==> config.mk <==
export PLATFORM = sky130hd
export DESIGN_NAME = remote_command_status_unit
export DESIGN_NICKNAME = d
export VERILOG_FILES = /design/src/cmd_pkg.sv /design/src/response_tx.sv /design/src/remote_command_status_unit.sv
export VERILOG_INCLUDE_DIRS = /design/src
export SDC_FILE = /design/constraint.sdc
export NUM_CORES = 1
export LEC_CHECK = 0
export BUFFER_PORTS_ARGS = -buffer_cell sky130_fd_sc_hd__buf_2
export CAP_MARGIN = 20
export CORE_ASPECT_RATIO = 1.1
export CORE_MARGIN = 1
export CORE_UTILIZATION = 57
export CTS_BUF_LIST = sky130_fd_sc_hd__clkbuf_4
export CTS_CLUSTER_SIZE = 12
export DETAILED_ROUTE_END_ITERATION = 10
export PLACE_DENSITY = 0.81
export SKIP_CTS_REPAIR_TIMING = 1
export SLEW_MARGIN = 5
export SYNTH_ARGS = -nofsm -noshare
export SYNTH_HDL_FRONTEND = slang
export SYNTH_SLANG_ARGS = --single-unit
==> constraint.sdc <==
create_clock -name CLOCK -period 8 [get_ports CLOCK]
set_clock_uncertainty 0.15 [all_clocks]
set_input_delay 0.4 -clock CLOCK [delete_from_list [all_inputs] [get_ports CLOCK]]
set_output_delay 0.4 -clock CLOCK [all_outputs]
set_load 0.005 [all_outputs]
==> src/cmd_status_regs.svh <==
`ifndef CMD_STATUS_REGS_SVH
`define CMD_STATUS_REGS_SVH

// standard event flag positions
`define ESR_PON 7
`define ESR_URQ 6
`define ESR_CME 5
`define ESR_EXE 4
`define ESR_DDE 3
`define ESR_QYE 2
`define ESR_RQC 1
`define ESR_OPC 0
`define ESR_RESET 8'h80

// status byte positions
`define STB_MSS 6
`define STB_ESB 5
`define STB_MAV 4

// message characters
`define CH_LF 8'h0A
`define CH_SPACE 8'h20
`define CH_STAR 8'h2A
`define CH_COLON 8'h3A
`define CH_SEMI 8'h3B
`define CH_QMARK 8'h3F

// header keywords, compared against the last four header characters, DATA against any four in a row, SOUR against the first four
`define KW_CLS "*CLS"
`define KW_RST "*RST"
`define KW_SAV "*SAV"
`define KW_TRG "*TRG"
`define KW_SRE "*SRE"
`define KW_WAI "*WAI"
`define KW_OPC "*OPC"
`define KW_ESRQ "ESR?"
`define KW_IDNQ "IDN?"
`define KW_STBQ "STB?"
`define KW_SOUR "SOUR"
`define KW_DATA "DATA"

`endif

==> src/cmd_pkg.sv <==
package cmd_pkg;

  typedef struct packed {
    logic [7:0] data;
    logic eoi;
  } rx_char_t;

  typedef enum logic {RESP_NUM, RESP_IDN} resp_kind_t;

  typedef struct packed {
    resp_kind_t kind;
    logic [7:0] value;
  } resp_req_t;

  typedef enum {
    CMD_NONE, CMD_CLS, CMD_ESRQ, CMD_IDNQ, CMD_STBQ, CMD_RST,
    CMD_SAV, CMD_NOOP, CMD_DATA, CMD_BAD
  } cmd_t;

endpackage

==> src/response_tx.sv <==
`timescale 1ns/100ps
`include "cmd_status_regs.svh"
module response_tx import cmd_pkg::*; #(
  parameter int IDN_LEN = 23,
  parameter logic [8*IDN_LEN-1:0] IDN_TEXT = "MAKER,MODEL0,SN0000,HW0"
) (
  // clock and reset
  input wire logic clock,
  input wire logic reset,
  // request side
  input wire logic req_valid,
  input wire resp_req_t req,
  input wire logic flush,
  output logic busy,
  // byte stream
  output logic tx_valid,
  output logic [7:0] tx_byte,
  output logic tx_eoi,
  input wire logic tx_ready
);
  // index counter is seven bits wide
  if (IDN_LEN < 1 || IDN_LEN > 100) begin : g_bad_len
    $error("IDN_LEN out of range");
  end

  resp_req_t cur, next_cur;
  logic active, next_active, next_eoi;
  logic [6:0] idx, next_idx;
  logic [7:0] next_byte;

  // numbers go out without leading zeros
  function automatic logic [6:0] skip(input logic [7:0] v);
    skip = (v >= 8'h64) ? 7'h00 : (v >= 8'h0A) ? 7'h01 : 7'h02;
  endfunction

  function automatic logic [6:0] last_of(input resp_req_t r);
    last_of = (r.kind == RESP_IDN) ? 7'(IDN_LEN) : 7'h03 - skip(r.value);
  endfunction

  function automatic logic [7:0] char_at(input resp_req_t r,
                                         input logic [6:0] i);
    logic [6:0] p;
    p = i + skip(r.value);
    if (r.kind == RESP_IDN)
      char_at = (i < 7'(IDN_LEN)) ?
        IDN_TEXT[8*(IDN_LEN-1-int'(i)) +: 8] : `CH_LF;
    else if (p == 7'h00) char_at = 8'h30 + 8'(r.value / 8'h64);
    else if (p == 7'h01) char_at = 8'h30 + 8'((r.value / 8'h0A) % 8'h0A);
    else if (p == 7'h02) char_at = 8'h30 + 8'(r.value % 8'h0A);
    else char_at = `CH_LF;
  endfunction

  always_comb begin
    next_active = active;
    next_cur = cur;
    next_idx = idx;
    next_byte = tx_byte;
    next_eoi = tx_eoi;
    if (flush) begin
      next_active = 1'b0;
    end else if (!active && req_valid) begin
      next_active = 1'b1;
      next_cur = req;
      next_idx = 7'h00;
      next_byte = char_at(req, 7'h00);
      next_eoi = (last_of(req) == 7'h00);
    end else if (active && tx_ready) begin
      if (idx == last_of(cur)) begin
        next_active = 1'b0;
      end else begin
        next_idx = idx + 7'h01;
        next_byte = char_at(cur, idx + 7'h01);
        next_eoi = (idx + 7'h01 == last_of(cur));
      end
    end
  end

  always_ff @(posedge clock or posedge reset) begin
    if (reset) begin
      active <= 1'b0;
      cur <= '0;
      idx <= 7'h00;
      tx_byte <= 8'h00;
      tx_eoi <= 1'b0;
    end else begin
      active <= next_active;
      cur <= next_cur;
      idx <= next_idx;
      tx_byte <= next_byte;
      tx_eoi <= next_eoi;
    end
  end

  assign busy = active;
  assign tx_valid = active;
endmodule // response_tx

==> src/remote_command_status_unit.sv <==
`timescale 1ns/100ps
`include "cmd_status_regs.svh"
// What this block does
// - clear status empties the event flags, and drops a pending reply only when it is the first message of its line.
// - the event flag query replies with the flags as a number and then zeroes them.
// - the event flags are power on, user request, command, execution, device, query error, request control and done, bit 7 down to 0.
// - the identification query replies with maker, model, serial and hardware version separated by commas.
// - reset brings the decades back to the power-up setting and leaves bus state and status untouched.
// - save pulses a store to flash, and slot 0 also becomes the power-up setting.
// - the status byte query replies with the status byte, bit 6 being the summary.
// - the data command takes one decimal digit per decade and drives each decade with it.
// - trigger and service request style commands are accepted and change nothing.
// - an unknown command changes nothing but raises the command error flag.
// - a message ends on semicolon, line feed or end flag, and every reply ends with line feed plus end flag.
module remote_command_status_unit import cmd_pkg::*; #(
  parameter int NDIG = 12,
  parameter int IDN_LEN = 23,
  // arbitrary neutral identification text
  parameter logic [8*IDN_LEN-1:0] IDN_TEXT = "MAKER,MODEL0,SN0000,HW0"
) (
  // clock and reset
  input wire logic CLOCK,
  input wire logic SYS_RST,
  // program message characters
  input wire logic RX_VALID,
  input wire rx_char_t RX_CHAR,
  // response message bytes
  output logic TX_VALID,
  output logic [7:0] TX_BYTE,
  output logic TX_EOI,
  input wire logic TX_READY,
  // status
  output logic [7:0] EVENT_FLAGS,
  output logic [7:0] STATUS_BYTE,
  // decades and flash
  output logic [4*NDIG-1:0] DECADES,
  input wire logic [4*NDIG-1:0] POWERON_DECADES,
  output logic SAVE_STROBE,
  output logic [7:0] SAVE_SLOT
);
  if (NDIG < 1 || NDIG > 32) begin : g_bad_ndig
    $error("NDIG out of range");
  end

  logic [7:0] standard_event_flags, next_esr, esr_set, esr_clr;
  logic [4:0] hdr_len, next_len;
  logic star, next_star, data_hit, next_data, in_param, next_par;
  logic [31:0] win, next_win, first4, next_first4;
  logic [7:0] param_num, next_num, c;
  logic [4*NDIG-1:0] param_dig, next_dig, poweron, next_poweron;
  logic [4*NDIG-1:0] next_dec;
  logic [5:0] param_cnt, next_cnt;
  logic param_bad, next_bad, first_unit, next_first;
  logic loaded, next_save, term_ch, ending, param_ok;
  logic [7:0] next_slot;
  logic req_valid, flush, tx_busy;
  resp_req_t req;
  cmd_t cmd;

  function automatic logic [7:0] to_upper(input logic [7:0] ch);
    to_upper = (ch >= 8'h61 && ch <= 8'h7A) ? ch - 8'h20 : ch;
  endfunction

  function automatic logic is_digit(input logic [7:0] ch);
    is_digit = (ch >= 8'h30 && ch <= 8'h39);
  endfunction

  // summary bits are plain ors: no enable masks exist in this unit
  always_comb begin
    STATUS_BYTE = 8'h00;
    STATUS_BYTE[`STB_ESB] = |standard_event_flags;
    STATUS_BYTE[`STB_MAV] = tx_busy;
    STATUS_BYTE[`STB_MSS] = STATUS_BYTE[`STB_ESB] | tx_busy;
  end

  always_comb begin
    c = to_upper(RX_CHAR.data);
    term_ch = (c == `CH_SEMI) || (c == `CH_LF);
    next_len = hdr_len;
    next_star = star;
    next_win = win;
    next_first4 = first4;
    next_data = data_hit;
    next_par = in_param;
    next_num = param_num;
    next_dig = param_dig;
    next_cnt = param_cnt;
    next_bad = param_bad;
    if (RX_VALID && !term_ch) begin
      if (!in_param) begin
        if (c == `CH_SPACE && hdr_len != 5'h00) begin
          next_par = 1'b1;
        end else if (c > `CH_SPACE &&
                     !(c == `CH_COLON && hdr_len == 5'h00)) begin
          if (hdr_len == 5'h00) next_star = (c == `CH_STAR);
          if (hdr_len < 5'h04) next_first4 = {first4[23:0], c};
          next_win = {win[23:0], c};
          if (hdr_len != 5'h1F) next_len = hdr_len + 5'h01;
          if (next_win == `KW_DATA) next_data = 1'b1;
        end
      end else if (is_digit(c)) begin
        next_dig = {param_dig[4*NDIG-5:0], c[3:0]};
        next_num = 8'(param_num * 8'h0A + {4'h0, c[3:0]});
        if (param_cnt != 6'h3F) next_cnt = param_cnt + 6'h01;
      end else if (c > `CH_SPACE) begin
        next_bad = 1'b1;
      end
    end
    ending = RX_VALID && (term_ch || RX_CHAR.eoi);
    param_ok = !next_bad && next_cnt != 6'h00;
    if (!ending || next_len == 5'h00) cmd = CMD_NONE;
    else if (next_star && next_len == 5'h04 && next_win == `KW_CLS)
      cmd = CMD_CLS;
    else if (next_star && next_len == 5'h04 && next_win == `KW_RST)
      cmd = CMD_RST;
    else if (next_star && next_len == 5'h04 && next_win == `KW_SAV)
      cmd = CMD_SAV;
    else if (next_star && next_len == 5'h04 &&
             (next_win == `KW_TRG || next_win == `KW_SRE ||
              next_win == `KW_WAI || next_win == `KW_OPC))
      cmd = CMD_NOOP;
    else if (next_star && next_len == 5'h05 && next_win == `KW_ESRQ)
      cmd = CMD_ESRQ;
    else if (next_star && next_len == 5'h05 && next_win == `KW_IDNQ)
      cmd = CMD_IDNQ;
    else if (next_star && next_len == 5'h05 && next_win == `KW_STBQ)
      cmd = CMD_STBQ;
    else if (!next_star && next_first4 == `KW_SOUR && next_data &&
             next_win[7:0] != `CH_QMARK)
      cmd = CMD_DATA;
    else cmd = CMD_BAD;
  end

  always_comb begin
    esr_set = 8'h00;
    esr_clr = 8'h00;
    next_dec = loaded ? DECADES : POWERON_DECADES;
    next_poweron = loaded ? poweron : POWERON_DECADES;
    next_save = 1'b0;
    next_slot = SAVE_SLOT;
    req_valid = 1'b0;
    req = '{kind: RESP_NUM, value: standard_event_flags};
    flush = 1'b0;
    case (cmd)
      CMD_CLS: begin
        esr_clr = 8'hFF;
        flush = first_unit;
      end
      CMD_ESRQ, CMD_IDNQ, CMD_STBQ: begin
        // a query while a reply is still pending is refused
        if (tx_busy) begin
          esr_set[`ESR_QYE] = 1'b1;
        end else begin
          req_valid = 1'b1;
          if (cmd == CMD_IDNQ) req.kind = RESP_IDN;
          if (cmd == CMD_STBQ) req.value = STATUS_BYTE;
          if (cmd == CMD_ESRQ) esr_clr = 8'hFF;
        end
      end
      CMD_RST: next_dec = poweron;
      CMD_SAV: begin
        if (param_ok) begin
          next_save = 1'b1;
          next_slot = next_num;
          if (next_num == 8'h00) next_poweron = DECADES;
        end else begin
          esr_set[`ESR_EXE] = 1'b1;
        end
      end
      CMD_DATA: begin
        if (param_ok && next_cnt <= 6'(NDIG)) next_dec = next_dig;
        else esr_set[`ESR_EXE] = 1'b1;
      end
      CMD_BAD: esr_set[`ESR_CME] = 1'b1;
      default: ;
    endcase
    // a flag raised in the clearing cycle survives
    next_esr = (standard_event_flags & ~esr_clr) | esr_set;
    next_first = ending ? !term_ch || c == `CH_LF : first_unit;
  end

  always_ff @(posedge CLOCK or posedge SYS_RST) begin
    if (SYS_RST) begin
      standard_event_flags <= `ESR_RESET;
      hdr_len <= 5'h00;
      star <= 1'b0;
      win <= 32'h0000_0000;
      first4 <= 32'h0000_0000;
      data_hit <= 1'b0;
      in_param <= 1'b0;
      param_num <= 8'h00;
      param_dig <= '0;
      param_cnt <= 6'h00;
      param_bad <= 1'b0;
      first_unit <= 1'b1;
      loaded <= 1'b0;
      DECADES <= '0;
      poweron <= '0;
      SAVE_STROBE <= 1'b0;
      SAVE_SLOT <= 8'h00;
    end else begin
      standard_event_flags <= next_esr;
      first_unit <= next_first;
      loaded <= 1'b1;
      DECADES <= next_dec;
      poweron <= next_poweron;
      SAVE_STROBE <= next_save;
      SAVE_SLOT <= next_slot;
      if (ending) begin
        hdr_len <= 5'h00;
        star <= 1'b0;
        win <= 32'h0000_0000;
        first4 <= 32'h0000_0000;
        data_hit <= 1'b0;
        in_param <= 1'b0;
        param_num <= 8'h00;
        param_dig <= '0;
        param_cnt <= 6'h00;
        param_bad <= 1'b0;
      end else begin
        hdr_len <= next_len;
        star <= next_star;
        win <= next_win;
        first4 <= next_first4;
        data_hit <= next_data;
        in_param <= next_par;
        param_num <= next_num;
        param_dig <= next_dig;
        param_cnt <= next_cnt;
        param_bad <= next_bad;
      end
    end
  end

  response_tx #(.IDN_LEN(IDN_LEN), .IDN_TEXT(IDN_TEXT)) u_tx (
    .clock(CLOCK),
    .reset(SYS_RST),
    .req_valid(req_valid),
    .req(req),
    .flush(flush),
    .busy(tx_busy),
    .tx_valid(TX_VALID),
    .tx_byte(TX_BYTE),
    .tx_eoi(TX_EOI),
    .tx_ready(TX_READY)
  );

  assign EVENT_FLAGS = standard_event_flags;
endmodule // remote_command_status_unit

==> qor.yml <==
synth_area_leaders: "dfrtp_1 37%, a21oi_1 7.6%, nor2_1 5.7%, nand2_1 5.1%, nor2b_1 4.1%"
worst_ep_arrival_time_ps: 8070
grt_max_degree: 181
crit_top_cell: "a21oi_1"
cts_tree: "yes"
detailedRoute.firstIterationViolations: 1645
drt.antenna.violating_nets: 0
areaGrowthSynthToFinish_pct: 14.2
maxClockFrequency_mhz: 130
initial_util: 0.582
htree_num_levels: 3
ys_warn_count: 0
maxSlewViolCount: 0
detailed_place_hpwl_um: 35900
clkLatencyLatePin_ps: 710
final_min_period_over_clock_period: 0.958
netlist_area_um2: 18300
timing.critical_path.slowest_cell_delay_ps: 590
power.ir.vdd_worst_mv: 0.184
post_drt_wl_per_cell_um: 18.5
path_clk_slew_ps: 60
timing.critical_path.slowest_stage_cell: "or4_4"
final_common_cell: "nor2_1"
report.power.total_mw: 4.71
synth.ff_latch_count: 276
top_level_ports: 144
leak_pwr_nw: 9.81
antenna_found_initial: 7
max-slew-margin-rel: 0.296
layout.cells.most_common_list: "278 x nor2_1, 277 x a21oi_1, 273 x dfrtp_1"
holdPathStages: 4
period_minus_slack_ps: 7670
postSynth.asyncResetShare: 1.00
dr_total_vias: 17562
drt-pass1-iter-count: 6
post_drt_via_cell_ratio: 6.14
required_ps: 8400
clockRootBuffer: "clkbuf_4"
final.hold.worst_slack_ps: -26.2
synth_cells: 2224
worst-setup-path-type: "flop to flop"
min_path_type: "input pin to flop"
design.die.area_um2: 32900
worst_setup_path_start_kind: "flop"
maxCapViolations: 0
ctsLongestPathBuffers: 3
tritoncts_sinks: 276
p_per_area_nw_per_um2: 225
grt_overflow: 0
number_of_cts_inserted_buffers: 72
library_cell_with_the_largest_summed_area_after_synthesis: "dfrtp_1"
crit_path_end_kind: "flop"
finalHoldViolations: 5
via_count_of_the_first_global_routing_pass: 16991
drcViolationCount: 0
status: "complete, but fails checks"
synth.top_cell.area_share: 0.374
die_h_um: 190
fp.coreArea_um2: 31500
io_buffers: 138
worst-path-max-fanout: 5
synth-edff-count: 0
post_synth_num_cell_types: 115
nNetsFinal: 2497
layout-drive-gt1-share: 0.173
die_w_um: 173
route.final.wire_length_um: 53000
synth_top_flop_cell: "dfrtp_1"
synth-seq-area-share: 0.377
timing.setup.tns_ps: 0
utilization: 0.664
wire_length_of_the_first_global_routing_pass_um: 86000
placement_rows: 68
worst_pin_slew_ps: 1060
report.final.setup_viol: 0
violations: "negative hold slack"
reg2reg_depth: 35
synth_area_per_cell_um2: 8.24
track_usage: 0.319
globalplace.congestion: 0.958
==> path summary, 6_finish.rpt <==
check / startpoint / to / slack, ps
min in group asynchronous: SYS_RST / param_num[2] / 130
max in group asynchronous: SYS_RST / loaded / 6090
worst min-delay path: POWERON_DECADES[27] / poweron[27] / -30
worst max register to register: win[29] / u_tx.tx_byte[6] / 330
worst min register to register: poweron[32] / DECADES[32] / 320
worst max-delay path: win[29] / u_tx.tx_byte[6] / 330
==> per-layer routing <==
layer / track usage / wire length (µm) / vias to the layer above
met3: 0.0653 / 3530 / 126
met2: 0.533 / 25600 / 695
met4: 0.119 / 1500 / 10
met5: 0 / 69 / -
li1: - / - / 8299
met1: 0.408 / 22300 / 8432
==> Yosys cell counts, types with 43 or more instances <==
master      n
nand2_1   248
ha_1       43
clkbuf_1  127
a211oi_1   56
o21ai_0    90
nor3_1     46
a21oi_1   277
a211o_1    51
nor2b_1   120
mux2i_1    62
nand3_1    57
nor2_1    279
dfrtp_1   274
==> worst max-delay path, delay by kind of cell (launching register included) <==
kind	cells	cell delay, ps
DFF	1	400
buffers and inverters	3	280
and+or+nand+nor	11	2690
AOI/OAI and AO/OA	17	3200
adders and majority gates	4	790
==> where the power goes <==
| group | internal, mW | total [mW] | switching [mW] |
|---|---|---|---|
| Sequential | 1.56 | 1.76 | 0.197 |
| Combinational | 0.693 | 1.69 | 0.992 |
| Clock | 0.671 | 1.27 | 0.595 |
==> area by class of cell <==
cell class | instances | area (µm²)
Multi-Input combinational cell | 1749 | 10800
Fill cell | 2641 | 10600
Sequential cell | 276 | 6910
Timing Repair Buffer | 247 | 1610
Clock buffer | 106 | 796
Tap cell | 420 | 526
Inverter | 44 | 169
Clock inverter | 15 | 124
Antenna cell | 2 | 5.00
==> per-stage QoR <==
| stage | std cells | area, µm² | worst slack [ps] | hold slack [ps] |
|---|---|---|---|---|
| 3_3_place_gp | 2702 | 19600 | 236 | 295 |
| 4_1_cts | 2823 | 20500 | 134 | -437 |
| 3_5_place_dp | 2702 | 19600 | -40.3 | 301 |
| 6_report | 2859 | 20900 | 333 | -26.2 |
| 2_1_floorplan | 2229 | 18300 | 86.5 | 301 |
| 5_1_grt | 2859 | 20900 | -69.3 | 7.77 |
==> flip-flops by register name, summed over array words and instances (netlist names), 7 cells and up <==
name	flops
first4	32
u_tx.tx_byte	8
poweron	48
DECADES	48
param_num	8
u_tx.cur	9
param_dig	48
SAVE_SLOT	8
EVENT_FLAGS	8
u_tx.idx	7
win	32
==> cell families after synthesis <==
logic type	share of synthesized area
and+or+nand+nor	0.258
adders and majority gates	0.0332
DFF	0.377
buffers and inverters	0.0445
AOI/OAI and AO/OA	0.222
xor gates and xnor gates	0.0239
muxes	0.0406
other	0.000410
No activity file was read; power rests on OpenSTA's default activity.
